File: src/rtl/ccc_pkg.sv
// Purpose: constants for the current converter control block
// Assumes: 32-bit apb, byte addresses equal the printed offsets
// Notes: times in ms, cycle counts come from the ms tick divider
package ccc_pkg;
   // register byte offsets
   localparam logic [11:0] OFS_CONTROL = 12'h000;
   localparam logic [11:0] OFS_RESULT = 12'h004;
   localparam logic [11:0] OFS_STATUS = 12'h008;
   localparam logic [11:0] OFS_SETUP = 12'h00c;
   localparam logic [11:0] OFS_CUSTOM = 12'h010;
   localparam logic [11:0] OFS_MSDIV = 12'h014;
   localparam logic [11:0] OFS_GAIN = 12'h018;
   localparam logic [11:0] OFS_INSEL = 12'h01c;
   localparam logic [11:0] OFS_LOTH = 12'h020;
   localparam logic [11:0] OFS_HITH = 12'h024;
   localparam logic [11:0] OFS_MASK = 12'h028;
   localparam logic [11:0] OFS_RAW = 12'h02c;
   localparam logic [11:0] OFS_MASKED = 12'h030;
   localparam logic [11:0] OFS_CLEAR = 12'h034;
   // control fields
   localparam int CTL_START = 0;
   localparam int CTL_STOP = 1;
   localparam int CTL_MODE = 2;
   // result and status fields
   localparam int RES_OVER = 16;
   localparam int STA_OVER = 0;
   localparam int STA_UNDER = 1;
   // setup fields
   localparam int SET_GAIN_LOW = 6;
   localparam int SET_OFS_ON = 8;
   localparam int SET_OFS_A = 9;
   localparam int SET_OFS_B = 10;
   localparam logic [10:0] SETUP_MASK = 11'h747;
   localparam logic [10:0] SETUP_RESET = 11'h043;
   // irq flag positions
   localparam int IRQ_DONE = 0;
   localparam int IRQ_LOW = 1;
   localparam int IRQ_HIGH = 2;
   // reset values
   localparam logic [13:0] MSDIV_RESET = 14'h0009;
   localparam logic [15:0] HITH_RESET = 16'hffff;
   localparam logic [3:0] GAIN_RESET = 4'h0;
   // integration time codes and their windows in ms
   localparam logic [2:0] INT_16MS = 3'h1;
   localparam logic [2:0] INT_20MS = 3'h2;
   localparam logic [2:0] INT_100MS = 3'h3;
   localparam logic [2:0] INT_200MS = 3'h4;
   localparam logic [2:0] INT_400MS = 3'h5;
   localparam logic [2:0] INT_CUSTOM = 3'h7;
   localparam logic [15:0] T16_MS = 16'd16;
   localparam logic [15:0] T20_MS = 16'd20;
   localparam logic [15:0] T100_MS = 16'd100;
   localparam logic [15:0] T200_MS = 16'd200;
   localparam logic [15:0] T400_MS = 16'd400;
   localparam logic [15:0] TMIN_MS = 16'd1;
   localparam logic [13:0] DIV_MIN = 14'h0001;
   typedef enum logic {CCC_IDLE, CCC_INTEG} ccc_state_e;
endpackage

File: src/rtl/ccc_converter.sv
// Purpose: apb register file and sequencer of a current-to-frequency converter
// Assumes: analog front end gives a pulse train and range levels, async
// Notes: zero wait apb; reserved window codes run as 16 ms
//
// Behaviour
// - start bit clears itself when the running measurement ends
// - continuous mode stop lets the current conversion finish, then halts
// - stop write is ignored in single-shot mode
// - control bit 2 picks single-shot (0) or continuous (1)
// - reading the result register clears all pending irq flags
// - result bits 15:0 hold the last count, read only
// - result bit 16 reads one when the last conversion overflowed
// - status bit 0 reports overflow, result inaccurate
// - status bit 1 reports underflow, result inaccurate
// - window codes 1..5 give 16,20,100,200,400 ms; 7 custom
// - setup bit 6 picks gain, one is low gain, resets to one
// - setup bit 8 enables offset current, bits 9 and 10 pick sources
// - custom period register holds a 16-bit window in ms
// - 14-bit divider gives clocks per ms, resets to nine
// - registers decode at offsets 0x000 to 0x034
// - result below low threshold raises the low flag
// - result above high threshold raises the high flag
// - raw done flag sets on every finished conversion
// - masked flags are raw flags and mask, bits 0 to 2
//
// Chosen here: the APB register port.
`timescale 1ns/1ps
`default_nettype none
module ccc_converter (
   input wire logic mclk,
   input wire logic reset_n,
   input wire logic psel,
   input wire logic penable,
   input wire logic pwrite,
   input wire logic [11:0] paddr,
   input wire logic [31:0] pwdata,
   output logic [31:0] prdata,
   output logic pready,
   output logic pslverr,
   input wire logic afe_freq_pulse,
   input wire logic afe_over_range,
   input wire logic afe_under_range,
   output logic afe_integrate,
   output logic afe_gain_low,
   output logic afe_offset_on,
   output logic afe_offset_pick_a,
   output logic afe_offset_pick_b,
   output logic [5:0] afe_input_select,
   output logic [3:0] afe_input_gain,
   output logic irq
);
   ccc_pkg::ccc_state_e state_reg;
   logic start_reg, mode_reg, stop_pend_reg;
   logic [15:0] result_reg;
   logic over_flag_reg, under_flag_reg;
   logic [10:0] setup_reg;
   logic [15:0] custom_reg;
   logic [13:0] msdiv_reg;
   logic [3:0] gain_reg;
   logic [5:0] insel_reg;
   logic [15:0] loth_reg, hith_reg;
   logic [2:0] mask_reg, raw_reg;
   logic [31:0] prdata_reg;
   logic [13:0] div_cnt_reg;
   logic [15:0] ms_cnt_reg;
   logic [16:0] pulse_cnt_reg;
   logic [2:0] pulse_sync_reg;
   logic [1:0] over_sync_reg, under_sync_reg;
   logic setup_ph, wr_acc, rd_acc, mapped;
   logic ms_tick, win_end, conv_done, begin_conv;
   logic [15:0] win_ms, data_next;
   logic [13:0] div_limit;
   logic over_next;
   logic [2:0] raw_set, raw_clr;
   // control register write decode, used only by the mode register
   logic ctl_wr;

   // apb decode
   assign setup_ph = psel & ~penable;
   assign wr_acc = psel & penable & pwrite & mapped;
   assign rd_acc = psel & penable & ~pwrite & mapped;
   assign ctl_wr = wr_acc && (paddr == ccc_pkg::OFS_CONTROL);
   assign pready = 1'b1;
   assign pslverr = psel & penable & ~mapped;
   assign prdata = prdata_reg;

   always_comb begin
      if (paddr[1:0] != 2'b00) begin
         mapped = 1'b0;
      end else if (paddr > ccc_pkg::OFS_CLEAR) begin
         mapped = 1'b0;
      end else begin
         mapped = 1'b1;
      end
   end

   // read data captured in setup so it comes from a flop in access
   always_ff @(posedge mclk or negedge reset_n) begin
      if (!reset_n) begin
         prdata_reg <= 32'h0000_0000;
      end else if (setup_ph && !pwrite) begin
         prdata_reg <= 32'h0000_0000;
         if (paddr == ccc_pkg::OFS_CONTROL) begin
            prdata_reg[ccc_pkg::CTL_START] <= start_reg;
            prdata_reg[ccc_pkg::CTL_MODE] <= mode_reg;
         end else if (paddr == ccc_pkg::OFS_RESULT) begin
            prdata_reg[15:0] <= result_reg;
            prdata_reg[ccc_pkg::RES_OVER] <= over_flag_reg;
         end else if (paddr == ccc_pkg::OFS_STATUS) begin
            prdata_reg[ccc_pkg::STA_OVER] <= over_flag_reg;
            prdata_reg[ccc_pkg::STA_UNDER] <= under_flag_reg;
         end else if (paddr == ccc_pkg::OFS_SETUP) begin
            prdata_reg[10:0] <= setup_reg;
         end else if (paddr == ccc_pkg::OFS_CUSTOM) begin
            prdata_reg[15:0] <= custom_reg;
         end else if (paddr == ccc_pkg::OFS_MSDIV) begin
            prdata_reg[13:0] <= msdiv_reg;
         end else if (paddr == ccc_pkg::OFS_GAIN) begin
            prdata_reg[3:0] <= gain_reg;
         end else if (paddr == ccc_pkg::OFS_INSEL) begin
            prdata_reg[5:0] <= insel_reg;
         end else if (paddr == ccc_pkg::OFS_LOTH) begin
            prdata_reg[15:0] <= loth_reg;
         end else if (paddr == ccc_pkg::OFS_HITH) begin
            prdata_reg[15:0] <= hith_reg;
         end else if (paddr == ccc_pkg::OFS_MASK) begin
            prdata_reg[2:0] <= mask_reg;
         end else if (paddr == ccc_pkg::OFS_RAW) begin
            prdata_reg[2:0] <= raw_reg;
         end else if (paddr == ccc_pkg::OFS_MASKED) begin
            prdata_reg[2:0] <= raw_reg & mask_reg;
         end
      end
   end

   // mode is read at each window end, so it may change mid-run
   always_ff @(posedge mclk or negedge reset_n) begin
      if (!reset_n) begin
         mode_reg <= 1'b0;
      end else if (ctl_wr) begin
         mode_reg <= pwdata[ccc_pkg::CTL_MODE];
      end
   end

   // window setup acts at once: change it only while idle
   always_ff @(posedge mclk or negedge reset_n) begin
      if (!reset_n) begin
         setup_reg <= ccc_pkg::SETUP_RESET;
         custom_reg <= 16'h0000;
         msdiv_reg <= ccc_pkg::MSDIV_RESET;
      end else if (wr_acc) begin
         if (paddr == ccc_pkg::OFS_SETUP) begin
            setup_reg <= pwdata[10:0] & ccc_pkg::SETUP_MASK;
         end else if (paddr == ccc_pkg::OFS_CUSTOM) begin
            custom_reg <= pwdata[15:0];
         end else if (paddr == ccc_pkg::OFS_MSDIV) begin
            msdiv_reg <= pwdata[13:0];
         end
      end
   end

   // input routing for the analog side
   always_ff @(posedge mclk or negedge reset_n) begin
      if (!reset_n) begin
         gain_reg <= ccc_pkg::GAIN_RESET;
         insel_reg <= 6'h00;
      end else if (wr_acc) begin
         if (paddr == ccc_pkg::OFS_GAIN) begin
            gain_reg <= pwdata[3:0];
         end else if (paddr == ccc_pkg::OFS_INSEL) begin
            insel_reg <= pwdata[5:0];
         end
      end
   end

   // thresholds compare against the saturated count
   always_ff @(posedge mclk or negedge reset_n) begin
      if (!reset_n) begin
         loth_reg <= 16'h0000;
         hith_reg <= ccc_pkg::HITH_RESET;
         mask_reg <= 3'h0;
      end else if (wr_acc) begin
         if (paddr == ccc_pkg::OFS_LOTH) begin
            loth_reg <= pwdata[15:0];
         end else if (paddr == ccc_pkg::OFS_HITH) begin
            hith_reg <= pwdata[15:0];
         end else if (paddr == ccc_pkg::OFS_MASK) begin
            mask_reg <= pwdata[2:0];
         end
      end
   end

   // front end inputs are asynchronous
   // reset low matches the idle pulse line: no false edge after reset
   always_ff @(posedge mclk or negedge reset_n) begin
      if (!reset_n) begin
         pulse_sync_reg <= 3'h0;
      end else begin
         pulse_sync_reg <= {pulse_sync_reg[1:0], afe_freq_pulse};
      end
   end

   // range levels only matter at the window end
   always_ff @(posedge mclk or negedge reset_n) begin
      if (!reset_n) begin
         over_sync_reg <= 2'h0;
         under_sync_reg <= 2'h0;
      end else begin
         over_sync_reg <= {over_sync_reg[0], afe_over_range};
         under_sync_reg <= {under_sync_reg[0], afe_under_range};
      end
   end

   // window length in ms
   always_comb begin
      case (setup_reg[2:0])
         ccc_pkg::INT_16MS: win_ms = ccc_pkg::T16_MS;
         ccc_pkg::INT_20MS: win_ms = ccc_pkg::T20_MS;
         ccc_pkg::INT_100MS: win_ms = ccc_pkg::T100_MS;
         ccc_pkg::INT_200MS: win_ms = ccc_pkg::T200_MS;
         ccc_pkg::INT_400MS: win_ms = ccc_pkg::T400_MS;
         ccc_pkg::INT_CUSTOM: begin
            // zero would never end; one ms is the floor
            if (custom_reg == 16'h0000) begin
               win_ms = ccc_pkg::TMIN_MS;
            end else begin
               win_ms = custom_reg;
            end
         end
         default: win_ms = ccc_pkg::T16_MS;
      endcase
   end

   // a zero divider would stall the tick, so it acts as one
   assign div_limit = (msdiv_reg == 14'h0000) ? ccc_pkg::DIV_MIN : msdiv_reg;
   assign ms_tick = (state_reg == ccc_pkg::CCC_INTEG) &&
                    (div_cnt_reg == div_limit - ccc_pkg::DIV_MIN);
   assign win_end = ms_tick && (ms_cnt_reg == win_ms - ccc_pkg::TMIN_MS);
   assign conv_done = win_end;
   assign begin_conv = wr_acc && (paddr == ccc_pkg::OFS_CONTROL) &&
                       pwdata[ccc_pkg::CTL_START] &&
                       (state_reg == ccc_pkg::CCC_IDLE);

   // tick and window counters
   always_ff @(posedge mclk or negedge reset_n) begin
      if (!reset_n) begin
         div_cnt_reg <= 14'h0000;
         ms_cnt_reg <= 16'h0000;
      end else if (state_reg != ccc_pkg::CCC_INTEG || win_end) begin
         div_cnt_reg <= 14'h0000;
         ms_cnt_reg <= 16'h0000;
      end else if (ms_tick) begin
         div_cnt_reg <= 14'h0000;
         ms_cnt_reg <= ms_cnt_reg + ccc_pkg::TMIN_MS;
      end else begin
         div_cnt_reg <= div_cnt_reg + ccc_pkg::DIV_MIN;
      end
   end

   // pulse counter saturates one past the 16-bit range
   always_ff @(posedge mclk or negedge reset_n) begin
      if (!reset_n) begin
         pulse_cnt_reg <= 17'h00000;
      end else if (state_reg != ccc_pkg::CCC_INTEG || win_end) begin
         pulse_cnt_reg <= 17'h00000;
      end else if (pulse_sync_reg[1] && !pulse_sync_reg[2] &&
                   !pulse_cnt_reg[16]) begin
         pulse_cnt_reg <= pulse_cnt_reg + 17'h00001;
      end
   end

   assign over_next = pulse_cnt_reg[16] | over_sync_reg[1];
   assign data_next = pulse_cnt_reg[16] ? 16'hffff : pulse_cnt_reg[15:0];

   // sequencer
   always_ff @(posedge mclk or negedge reset_n) begin
      if (!reset_n) begin
         state_reg <= ccc_pkg::CCC_IDLE;
         start_reg <= 1'b0;
         stop_pend_reg <= 1'b0;
      end else begin
         case (state_reg)
            ccc_pkg::CCC_IDLE: begin
               stop_pend_reg <= 1'b0;
               if (begin_conv) begin
                  state_reg <= ccc_pkg::CCC_INTEG;
                  start_reg <= 1'b1;
               end
            end
            default: begin
               if (wr_acc && paddr == ccc_pkg::OFS_CONTROL &&
                   pwdata[ccc_pkg::CTL_STOP] && mode_reg) begin
                  stop_pend_reg <= 1'b1;
               end
               if (conv_done) begin
                  // stop seen in the last cycle still ends the run
                  if (!mode_reg || stop_pend_reg ||
                      (wr_acc && paddr == ccc_pkg::OFS_CONTROL &&
                       pwdata[ccc_pkg::CTL_STOP])) begin
                     state_reg <= ccc_pkg::CCC_IDLE;
                     start_reg <= 1'b0;
                     stop_pend_reg <= 1'b0;
                  end
                  // otherwise stay integrating: next window starts now
               end
            end
         endcase
      end
   end

   // result and range flags
   always_ff @(posedge mclk or negedge reset_n) begin
      if (!reset_n) begin
         result_reg <= 16'h0000;
         over_flag_reg <= 1'b0;
         under_flag_reg <= 1'b0;
      end else if (conv_done) begin
         result_reg <= data_next;
         over_flag_reg <= over_next;
         under_flag_reg <= under_sync_reg[1];
      end
   end

   // irq flags: a set in the clearing cycle wins
   always_comb begin
      raw_set = 3'h0;
      raw_set[ccc_pkg::IRQ_DONE] = conv_done;
      raw_set[ccc_pkg::IRQ_LOW] = conv_done && (data_next < loth_reg);
      raw_set[ccc_pkg::IRQ_HIGH] = conv_done && (data_next > hith_reg);
      raw_clr = 3'h0;
      if (rd_acc && paddr == ccc_pkg::OFS_RESULT) begin
         raw_clr = 3'h7;
      end else if (wr_acc && paddr == ccc_pkg::OFS_CLEAR) begin
         raw_clr = pwdata[2:0];
      end
   end

   always_ff @(posedge mclk or negedge reset_n) begin
      if (!reset_n) begin
         raw_reg <= 3'h0;
      end else begin
         raw_reg <= (raw_reg & ~raw_clr) | raw_set;
      end
   end

   assign irq = |(raw_reg & mask_reg);

   // front end controls from flops
   always_ff @(posedge mclk or negedge reset_n) begin
      if (!reset_n) begin
         afe_integrate <= 1'b0;
         afe_gain_low <= 1'b1;
         afe_offset_on <= 1'b0;
         afe_offset_pick_a <= 1'b0;
         afe_offset_pick_b <= 1'b0;
         afe_input_select <= 6'h00;
         afe_input_gain <= ccc_pkg::GAIN_RESET;
      end else begin
         afe_integrate <= (state_reg == ccc_pkg::CCC_INTEG);
         afe_gain_low <= setup_reg[ccc_pkg::SET_GAIN_LOW];
         afe_offset_on <= setup_reg[ccc_pkg::SET_OFS_ON];
         afe_offset_pick_a <= setup_reg[ccc_pkg::SET_OFS_A];
         afe_offset_pick_b <= setup_reg[ccc_pkg::SET_OFS_B];
         afe_input_select <= insel_reg;
         afe_input_gain <= gain_reg;
      end
   end
endmodule
`default_nettype wire

File: config.mk
export PLATFORM = sky130hd
export DESIGN_NAME = ccc_converter
export DESIGN_NICKNAME = d
export VERILOG_FILES = /design/src/rtl/ccc_pkg.sv /design/src/rtl/ccc_converter.sv
export SDC_FILE = /design/constraint.sdc
export NUM_CORES = 1
export LEC_CHECK = 0
export CORE_MARGIN = 5
export CORE_UTILIZATION = 31
export CTS_CLUSTER_SIZE = 40
export DETAILED_ROUTE_END_ITERATION = 10
export DONT_BUFFER_PORTS = 1
export GPL_TIMING_DRIVEN = 0
export PLACE_DENSITY = 0.53
export SLEW_MARGIN = 20
export SYNTH_ARGS = -nofsm -noshare
export SYNTH_HDL_FRONTEND = slang
export SYNTH_SLANG_ARGS = --single-unit
File: constraint.sdc
create_clock -name mclk -period 3.5 [get_ports mclk]
set_clock_uncertainty 0.15 [all_clocks]
set_input_delay 0.35 -clock mclk [delete_from_list [all_inputs] [get_ports mclk]]
set_output_delay 0.35 -clock mclk [all_outputs]
set_load 0.05 [all_outputs]
## After elaboration in Yosys (flattened, before gate mapping)

Index checks and enable logic that the tools add are counted.

| word-level totals | value |
|---|---|
| output and inout bits | 50 |
| logic and storage cells | 183 |
| register bits after elaboration | 193 |

| cells by class | value |
|---|---|
| order comparisons | 3 |
| eq/ne operators | 22 |
| add/subtract/negate cells | 5 |
| bitwise gates (word level) | 21 |
| reduce and logical (&&, ||, !) cells | 38 |
| mux-type cells | 64 |

Operator list:

| cell | number |
|---|---|
| 16-bit 2-to-1 mux | 7 |
| 12-bit 2-to-1 mux | 8 |
| 14-bit 2-to-1 mux | 6 |
| 16-bit one-hot mux with 5 select lines | 1 |
| 12-bit by 6-bit equality test with 1-bit output, second input constant | 6 |
| 6-bit 2-to-1 mux | 9 |
| 12-bit by 5-bit equality test with 1-bit output, second input constant | 4 |
| 17-bit 2-to-1 mux | 2 |
| 12-bit by 4-bit equality test with 1-bit output, second input constant | 2 |
| 1-bit 2-to-1 mux | 18 |
| 3-bit 2-to-1 mux | 6 |
| 17-bit by 1-bit adder with 17-bit output, second input constant | 1 |
| 16-bit by 1-bit adder with 16-bit output, second input constant | 1 |
| 16-bit equality test | 1 |
| 16-bit > comparator | 1 |
| 16-bit zero test | 1 |
| 16-bit less-than comparator | 1 |
| 16-bit by 1-bit subtractor with 16-bit output, second input constant | 1 |
| 14-bit by 1-bit adder with 14-bit output, second input constant | 1 |
| 14-bit equality test | 1 |
| 1-bit logical AND | 14 |
| 14-bit zero test | 1 |
| 14-bit by 1-bit subtractor with 14-bit output, second input constant | 1 |
| 13-bit 2-to-1 mux | 1 |
| 24 further kinds | 58 |

## Logic depth before layout (Yosys ltp)

Gate-level depths: netlist (run 1).

| depth | value |
|---|---|
| depth in word-level cells | 29 |
| depth in mapped cells | 16 |

## Worst setup path before layout (run 1)

No wires, ideal clock.

| timing | value |
|---|---|
| path kind | reg2reg |
| start | reg setup_reg[0] |
| end | reg result_reg[10] |
| arrival time | 3.456 ns |
| data required time | 3.222 ns |
| stages on the path, launching flop included | 16 |
| setup slack | -0.234 ns |
| library setup time | 0.128 ns |
| cells stage by stage | dfstp_2 nand3_1 or3_1 buf_2 o21ai_0 inv_1 ha_1 and3_1 nand4_1 o221ai_1 o21ai_0 xnor2_1 nand4_1 nor4_2 buf_4 mux2_1 |

| on the way | value |
|---|---|
| word-level cells in the longest chain between the ends | 5 |
| elaborated cells on any way between the ends | 9 |
| those cells by class | add/sub (1); eq/ne (6); mux (1); reduce/logical (1) |

RTL lines:

| item | line | text |
|---|---|---|
| start, declared | ccc_converter.sv:56 | `logic [10:0] setup_reg;` |
| start signal, assigned | ccc_converter.sv:148 | `setup_reg <= ccc_pkg::SETUP_RESET;` |
| start signal, assigned | ccc_converter.sv:153 | `setup_reg <= pwdata[10:0] & ccc_pkg::SETUP_MASK;` |
| 3-bit equality test / 3-bit by 2-bit equality test with 1-bit output (equally long branches) | ccc_converter.sv:216 | `case (setup_reg[2:0])` |
| 16-bit one-hot mux with 5 select lines (*) | ccc_converter.sv:216 |  |
| 16-bit by 1-bit subtractor with 16-bit output (*) | ccc_converter.sv:238 | `assign win_end = ms_tick && (ms_cnt_reg == win_ms - ccc_pkg::TMIN_MS);` |
| 16-bit equality test (*) | ccc_converter.sv:238 |  |
| 1-bit logical AND (*) | ccc_converter.sv:238 |  |
| end signal, assigned | ccc_converter.sv:318 | `result_reg <= data_next;` |
| end, declared | ccc_converter.sv:54 | `logic [15:0] result_reg;` |

Mark *: on every way between the ends. The rest lies on a longest branch, timed or not.
A chain may end at the register's enable or synchronous reset.

## Worst setup path after layout (run 1)

| timing | value |
|---|---|
| start | reg custom_reg[1] |
| end | reg result_reg[5] |

| on the way | value |
|---|---|
| word-level cells in the longest chain between the ends | 6 |

RTL lines:

| item | line | text |
|---|---|---|
| start, declared | ccc_converter.sv:57 | `logic [15:0] custom_reg;` |
| start signal, assigned | ccc_converter.sv:155 | `custom_reg <= pwdata[15:0];` |
| 16-bit zero test | ccc_converter.sv:224 | `if (custom_reg == 16'h0000) begin` |
| 16-bit 2-to-1 mux (*) | ccc_converter.sv:224 |  |
| 16-bit one-hot mux with 5 select lines (*) | ccc_converter.sv:216 |  |
| 16-bit by 1-bit subtractor with 16-bit output (*) | ccc_converter.sv:238 |  |
| 16-bit equality test (*) | ccc_converter.sv:238 |  |
| 1-bit logical AND (*) | ccc_converter.sv:238 |  |

Marks and branches as above.

==> summary.md, run 1 <==
| Metric | Value |
|---|---|
| Outcome | `finished with violations` |
| Failing checks | `hold timing, setup timing` |
| Clock sink total | `between 150 and 200` |
| # nets final | `between 1000 and 1500` |
| FF-to-FF Start | `custom_reg[1]` |
| Syn Area/Cell | `roughly 10 um^2` |
| Routed via count | `8902` |
| Post-Syn Area | `roughly 11000 um^2` |
| GRT met2 Usage | `0.294` |
| Final ANT Viol Nets | `0` |
| Reg clk slew, reported paths | `0.08 ns` |
| # IOs | `~100` |
| Tcrit/Tclk final | `1.11` |
| CTS tree | `yes` |
| Largest net degree at the start of global routing | `~190` |
| Dpl hpwl | `~25000 um` |
| First-pass GRT wire length | `~54000 um` |
| Switch Pwr | `about 1.1 mW` |
| Leak | `roughly 5.6 nW` |
| Area of the die | `~39000 um^2` |
| Total number of yosys warnings | `0` |
| Sequential area share after synthesis | `0.447` |
| DP Area | `about 12000 um^2` |
| Max Cap Viol | `0` |
| Post-Synthesis Cells | `1081` |
| Most frequent cells in the layout | `dfrtp_1 (166), nand2_1 (77), mux2_2 (64)` |
| Main flop type after synthesis | `dfrtp_1` |
| Final wirelength | `around 35000 um` |
| Clk pwr share | `0.473` |
| Grt peak-use layer | `met2` |
| Type of the worst setup path | `reg2reg` |
| Number of global-route vias before repair | `8706` |
| GRT overflow | `0` |
| Root Buffer | `clkbuf_16` |
| Worst min path class | `in2async` |
| Power Density | `~340 nW/um^2` |
| Placeable Area | `34600 um^2` |
| Initial antenna violation count | `1` |
| Worst skew pair latency | `around 0.46 ns` |
| Post-synth top area share | `0.394` |
| Post-synth EDFFs | `0` |
| Tot Pwr | `approximately 4.5 mW` |
| I/O Buffers | `0` |
| GPL Wtd Cong | `0.871` |
| Synth unique cells | `slightly below 80` |
| Fmax | `between 200 and 300 MHz` |
| Met1 Usage GRT | `0.242` |
| Initial Utilization | `0.314` |
| CP startpoint kind | `register` |
| Worst path cell trace | `or3_1, or3_4, o21ai_4, inv_2, ha_4, and3_4, nand4_1, xor2_2, nor4b_2, and3_1, a211oi_2, nor4_2, buf_4, buf_6, buf_12, mux2_4` |
| Final min period | `between 3 and 4 ns` |
| Cell taking the most area after synthesis | `dfrtp_1` |
| FF-to-FF setup slack | `-0.38 ns` |
| Dominant cells by area after synthesis | `dfrtp_1 (39%), mux2_2 (6.6%), dfstp_2 (5.3%)` |
| Final worst slack | `-0.384 ns` |
| Row cnt | `68` |
| Die Height | `between 150 and 200 um` |
| Drt wl/cell | `between 20 and 25 um` |
| Unrepaired setup endpoints after global routing | `yes` |
| WHS | `-0.560 ns` |
| Slowest-stage cell, CP | `or3_4` |
| Critical path peak fanout | `5` |
| GR Layer Usage met3 | `0.0298` |
| DRT iter0 DRCs | `roughly 760` |
| Rel. slew slack | `0.0876` |
| Seq pwr share | `0.497` |
| DR vias/cell | `around 5.5` |
| Maximum clock path buffer count | `2` |
| DR DRC count | `0` |
| Crit-path max cell delay | `around 0.4 ns` |
| Critical path arrival | `approximately 4.1 ns` |
| Drt pass-1 iters | `5` |
| Inst Count DP | `~1600` |
| Worst EP required | `about 3.7 ns` |
| Share of layout cells above drive strength 1 | `0.266` |
| FILL cells | `3386` |
| Combinational power share | `0.029` |
| Final Hold Fails | `between 150 and 200` |
| Seq cells post-synth | `around 190` |
| Leading cell type in the layout, fill and taps excluded | `dfrtp_1` |
| Layout Cells excl Fill | `1633` |
| Worst Setup SP | `custom_reg[1]` |
| Critical path capture point type | `register` |
| Gr usage total | `0.177` |
| # hold bufs at CTS | `16` |
| Tightest Pin Transition | `roughly 1.4 ns` |
| Post-route cell area | `about 13000 um^2` |
| Chip width | `between 150 and 200 um` |
| Setup Viol. Count Final | `57` |
| Max Slew Vio Count | `0` |
| CTS buffer count | `17` |
| Net Sw Frac | `0.251` |
| Htree depth | `4` |
| Layout area overhead | `22.6%` |
| Synth async-reset ratio | `1.00` |
| P_int | `~3.4 mW` |
| Worst IR drop on VDD | `about 0.33 mV` |
[cells by family after synthesis]
kind of cell             after synthesis  synth area share
other                                  2          0.000691
XOR/XNOR                              66            0.0532
flip-flops                           193             0.447
AO/OA/AOI/OAI                        208             0.136
adder cells (fa/ha/maj)               36            0.0414
buffers and inverters                121            0.0503
AND/OR/NAND/NOR                      367             0.181
multiplexers                          88            0.0902
[per-layer routing]
| layer | up-vias | wire length, um | share of wire |
|---|---|---|---|
| met1 | 4547 | 15700 | 0.45 |
| met3 | 44 | 1520 | 0.044 |
| met5 | - | 0 | 0 |
| met2 | 225 | 16800 | 0.48 |
| li1 | 4086 | - | - |
| met4 | 0 | 760 | 0.022 |
[cells in the mapped netlist, types with 6 or more instances]
master    count
clkbuf_1     38
a221o_1      12
a211oi_1     18
a21oi_1      35
ha_1         36
a222oi_1     13
and3_1       18
a21o_1        9
xor2_1       31
inv_1        50
and2_1        6
a31oi_1      11
mux2i_1       8
nand4_1      25
nor3_1       51
mux2_2       64
a22oi_1      12
mux2_1       16
or3_1        11
dfrtp_1     171
nand2_1      77
nor3b_1       8
dfstp_2      22
o21ai_0      45
buf_4        22
buf_2         7
nand2b_1      8
nand3_1      30
nor4_1        6
nor2b_1      10
xnor2_1      35
nor2_1       61
or2_2        24
[power groups by stage]
stage	Combinational (mW)	Sequential [mW]	Clock, mW
after detailed placement	0.102	2.29	0
after global routing	0.137	2.24	2.27
final	0.132	2.24	2.14
after CTS	0.129	2.24	2.18
after floorplan	0.0841	2.29	0
after global placement	0.101	2.29	0
[what timing repair did]
action                                  4_1_cts  5_1_grt
hold endpoints to repair                    254      193
buffers inserted                             31        8
pin swaps                                    34       37
gates cloned                                  6        1
endpoints found under the setup margin       67       80
gates resized for setup                      78       58
[layout make-up]
type,count,area [um^2],area share
diodes,1,2.50,0.000188
clock buffers,17,425,0.0319
plain buffers,60,362,0.0271
repair buffers,60,631,0.0473
inverters,51,191,0.0144
well taps,455,569,0.0427
flip-flops and latches,193,4860,0.365
multi-input cells,781,6070,0.456
clock inverters,15,215,0.0161
[final timing paths]
check,to,cells after the start
worst min-delay path,div_cnt_reg[2],0
max in group asynchronous,hith_reg[4],0
worst max-delay path,result_reg[5],16
worst min register to register,over_sync_reg[1],0
min in group mclk,raw_reg[0],2
worst max register to register,result_reg[5],16
[metrics by stage]
step	setup TNS (ns)	hold WS, ns	setup WS, ns	utilization
3_5_place_dp	-54.57	-0.0789	-0.895	0.334
6_report	-16.83	-0.560	-0.384	0.385
2_1_floorplan	-0.496	-0.0956	-0.0349	-
3_3_place_gp	-54.82	-0.0880	-0.856	0.334
5_1_grt	-27.25	-0.584	-0.556	0.385
4_1_cts	-16.78	-0.570	-0.348	0.378
[critical path: cells and delay by family, from the launching register on]
family / cells / cell delay, ns
compound gates: 2 / 0.19
xor+xnor: 1 / 0.13
fa+ha+maj: 1 / 0.16
buf+inv: 4 / 0.52
flops: 1 / 0.39
mux: 1 / 0.29
simple gates: 7 / 1.92
Note: power is estimated with default switching activity, not from simulation.
==> run 2, diff against run 1 <==
--- a/config.mk
+++ b/config.mk
@@ -12,6 +12,7 @@
 export DONT_BUFFER_PORTS = 1
 export GPL_TIMING_DRIVEN = 0
 export PLACE_DENSITY = 0.53
+export SKIP_LAST_GASP = 1
 export SLEW_MARGIN = 20
 export SYNTH_ARGS = -nofsm -noshare
 export SYNTH_HDL_FRONTEND = slang
==> run 2 against run 1 <==
The flow still finishes with violations (hold timing, setup timing). Cell count stayed put. Worst hold slack hardly changed. Count of clock-buffer cells in the layout stayed put. Critical path depth stayed put. First-iteration DRC count is 4.1% lower. Clock power hardly changed. Fmax hardly changed. Non-clock buffer count stayed put. Via count is 0.24% higher. Power hardly changed. Register-to-register slack hardly changed. Setup slack better by 0.00062 ns. Critical path type unchanged. Critical endpoint unchanged.
==> summary.md, run 2 (synthesis results as in run 1) <==
| Metric | Value |
|---|---|
| DR DRC count | `0` |
| DRT iter0 DRCs | `roughly 720` |
| Final ANT Viol Nets | `0` |
| Critical path capture point type | `register` |
| Gr usage total | `0.178` |
| Final min period | `3.88 ns` |
| GRT met2 Usage | `0.295` |
| CP startpoint kind | `register` |
| Rel. slew slack | `0.107` |
| Power Density | `between 300 and 400 nW/um^2` |
| Number of global-route vias before repair | `slightly below 9000` |
| GR Layer Usage met3 | `0.0298` |
| Worst Setup SP | `custom_reg[1]` |
| Initial Utilization | `0.314` |
| Fmax | `258 MHz` |
| Htree depth | `4` |
| Inst Count DP | `1550` |
| Crit path buf inv count | `4` |
| DR vias/cell | `5.46` |
| Max Cap Viol | `0` |
| Final worst slack | `-0.383 ns` |
| GPL Wtd Cong | `between 0.8 and 0.9` |
| Layout area overhead | `22.6%` |
| Maximum clock path buffer count | `2` |
| Tightest Pin Transition | `between 1 and 1.5 ns` |
| Routed via count | `roughly 8900` |
| Critical path peak fanout | `5` |
| Drt pass-1 iters | `5` |
| Dpl hpwl | `approximately 25000 um` |
| Leak | `about 5.6 nW` |
| Initial antenna violation count | `1` |
| WHS | `-0.560 ns` |
| Row cnt | `slightly below 70` |
| Failing checks | `hold timing, setup timing` |
| Area of the die | `roughly 40000 um^2` |
| Slowest-stage cell, CP | `or3_4` |
| Outcome | `finished with violations` |
| Grt peak-use layer | `met2` |
| CTS tree | `yes` |
| Cell family with most CP delay | `simple AND/OR/NAND/NOR gates` |
| Met1 Usage GRT | `0.242` |
| Worst EP required | `roughly 3.7 ns` |
| # IOs | `102` |
| Max Slew Vio Count | `0` |
| Layout Cells excl Fill | `between 1500 and 2000` |
| Die Height | `a little under 200 um` |
| First-pass GRT wire length | `53600 um` |
| Clock sink total | `193` |
| Worst skew pair latency | `about 0.46 ns` |
| FILL cells | `roughly 3400` |
| Post-route cell area | `13300 um^2` |
| Crit-path max cell delay | `roughly 0.40 ns` |
| Drt wl/cell | `~21 um` |
| DP Area | `roughly 12000 um^2` |
| Root Buffer | `clkbuf_16` |
| Reg clk slew, reported paths | `0.08 ns` |
| Chip width | `between 150 and 200 um` |
| Setup Viol. Count Final | `57` |
| Unrepaired setup endpoints after global routing | `yes` |
| Placeable Area | `between 30000 and 40000 um^2` |
| Setup WS pre-CTS | `-0.895 ns` |
| Largest net degree at the start of global routing | `slightly below 200` |
| CTS buffer count | `17` |
| Type of the worst setup path | `reg2reg` |
| Final Hold Fails | `roughly 190` |
| GRT overflow | `0` |
| Share of layout cells above drive strength 1 | `0.266` |
| Most frequent cells in the layout | `dfrtp_1 (166), nand2_1 (77), mux2_2 (64)` |
| Tcrit/Tclk final | `1.11` |
| Final wirelength | `34800 um` |
| Setup_tns | `-16.87 ns` |
| Worst min path class | `in2async` |
| FF-to-FF Start | `custom_reg[1]` |
| I/O Buffers | `0` |
| Worst IR drop on VDD | `around 0.33 mV` |
| Worst path cell trace | `or3_1, or3_4, o21ai_4, inv_2, ha_4, and3_4, nand4_1, xor2_2, nor4b_2, and3_1, a211oi_2, nor4_2, buf_4, buf_6, buf_12, mux2_4` |
| Leading cell type in the layout, fill and taps excluded | `dfrtp_1` |
| Tot Pwr | `4.51 mW` |
| # hold bufs at CTS | `16` |
| Critical path arrival | `roughly 4 ns` |
| # nets final | `between 1000 and 1500` |
[run 2: cell counts in the layout (fill, tap and decap cells not counted)]
Identical to the previous run, type by type.
[run 2: worst paths after layout]
| check | end | slack [ns] | cells past startpoint |
|---|---|---|---|
| max reg2reg | result_reg[5] | -0.38 | 16 |
| min in group mclk | raw_reg[0] | 0.06 | 2 |
| max | result_reg[5] | -0.38 | 16 |
| min reg2reg | over_sync_reg[1] | 0.21 | 0 |
| max in group asynchronous | hith_reg[4] | 3.40 | 0 |
| min | div_cnt_reg[4] | -0.56 | 0 |
[run 2: layout make-up]
class                           count  area [um^2]  area share
Multi-Input combinational cell    781         6070       0.456
Sequential cell                   193         4860       0.365
Buffer                             60          362      0.0271
Clock inverter                     15          215      0.0161
Timing Repair Buffer               60          631      0.0473
Clock buffer                       17          425      0.0319
Inverter                           51          191      0.0144
Antenna cell                        1         2.50    0.000188
Tap cell                          455          569      0.0427
[run 2: metrics by stage]
step / util / hold slack, ns
finish: 0.385 / -0.560
global placement: 0.334 / -0.0880
detailed placement: 0.334 / -0.0789
global route: 0.385 / -0.584
floorplan: - / -0.0956
CTS: 0.377 / -0.570
[run 2: report_power, final]
| part | switching [mW] | internal [mW] |
|---|---|---|
| clock network | 1.03 | 1.11 |
| registers | 0.00931 | 2.23 |
| logic | 0.0946 | 0.0371 |
| total | 1.13 | 3.38 |
[run 2: what timing repair did]
action	in CTS	in global routing
endpoints found under the setup margin	67	80
setup buffers	31	8
pin swaps	33	37
resized for setup	74	62
hold endpoints to repair	254	193
gates cloned	6	1
[run 2: layer usage]
layer | part of all wire | wire length, um
met5 | 0 | 0
met4 | 0.022 | 770
met3 | 0.050 | 1730
met2 | 0.48 | 16800
met1 | 0.44 | 15500
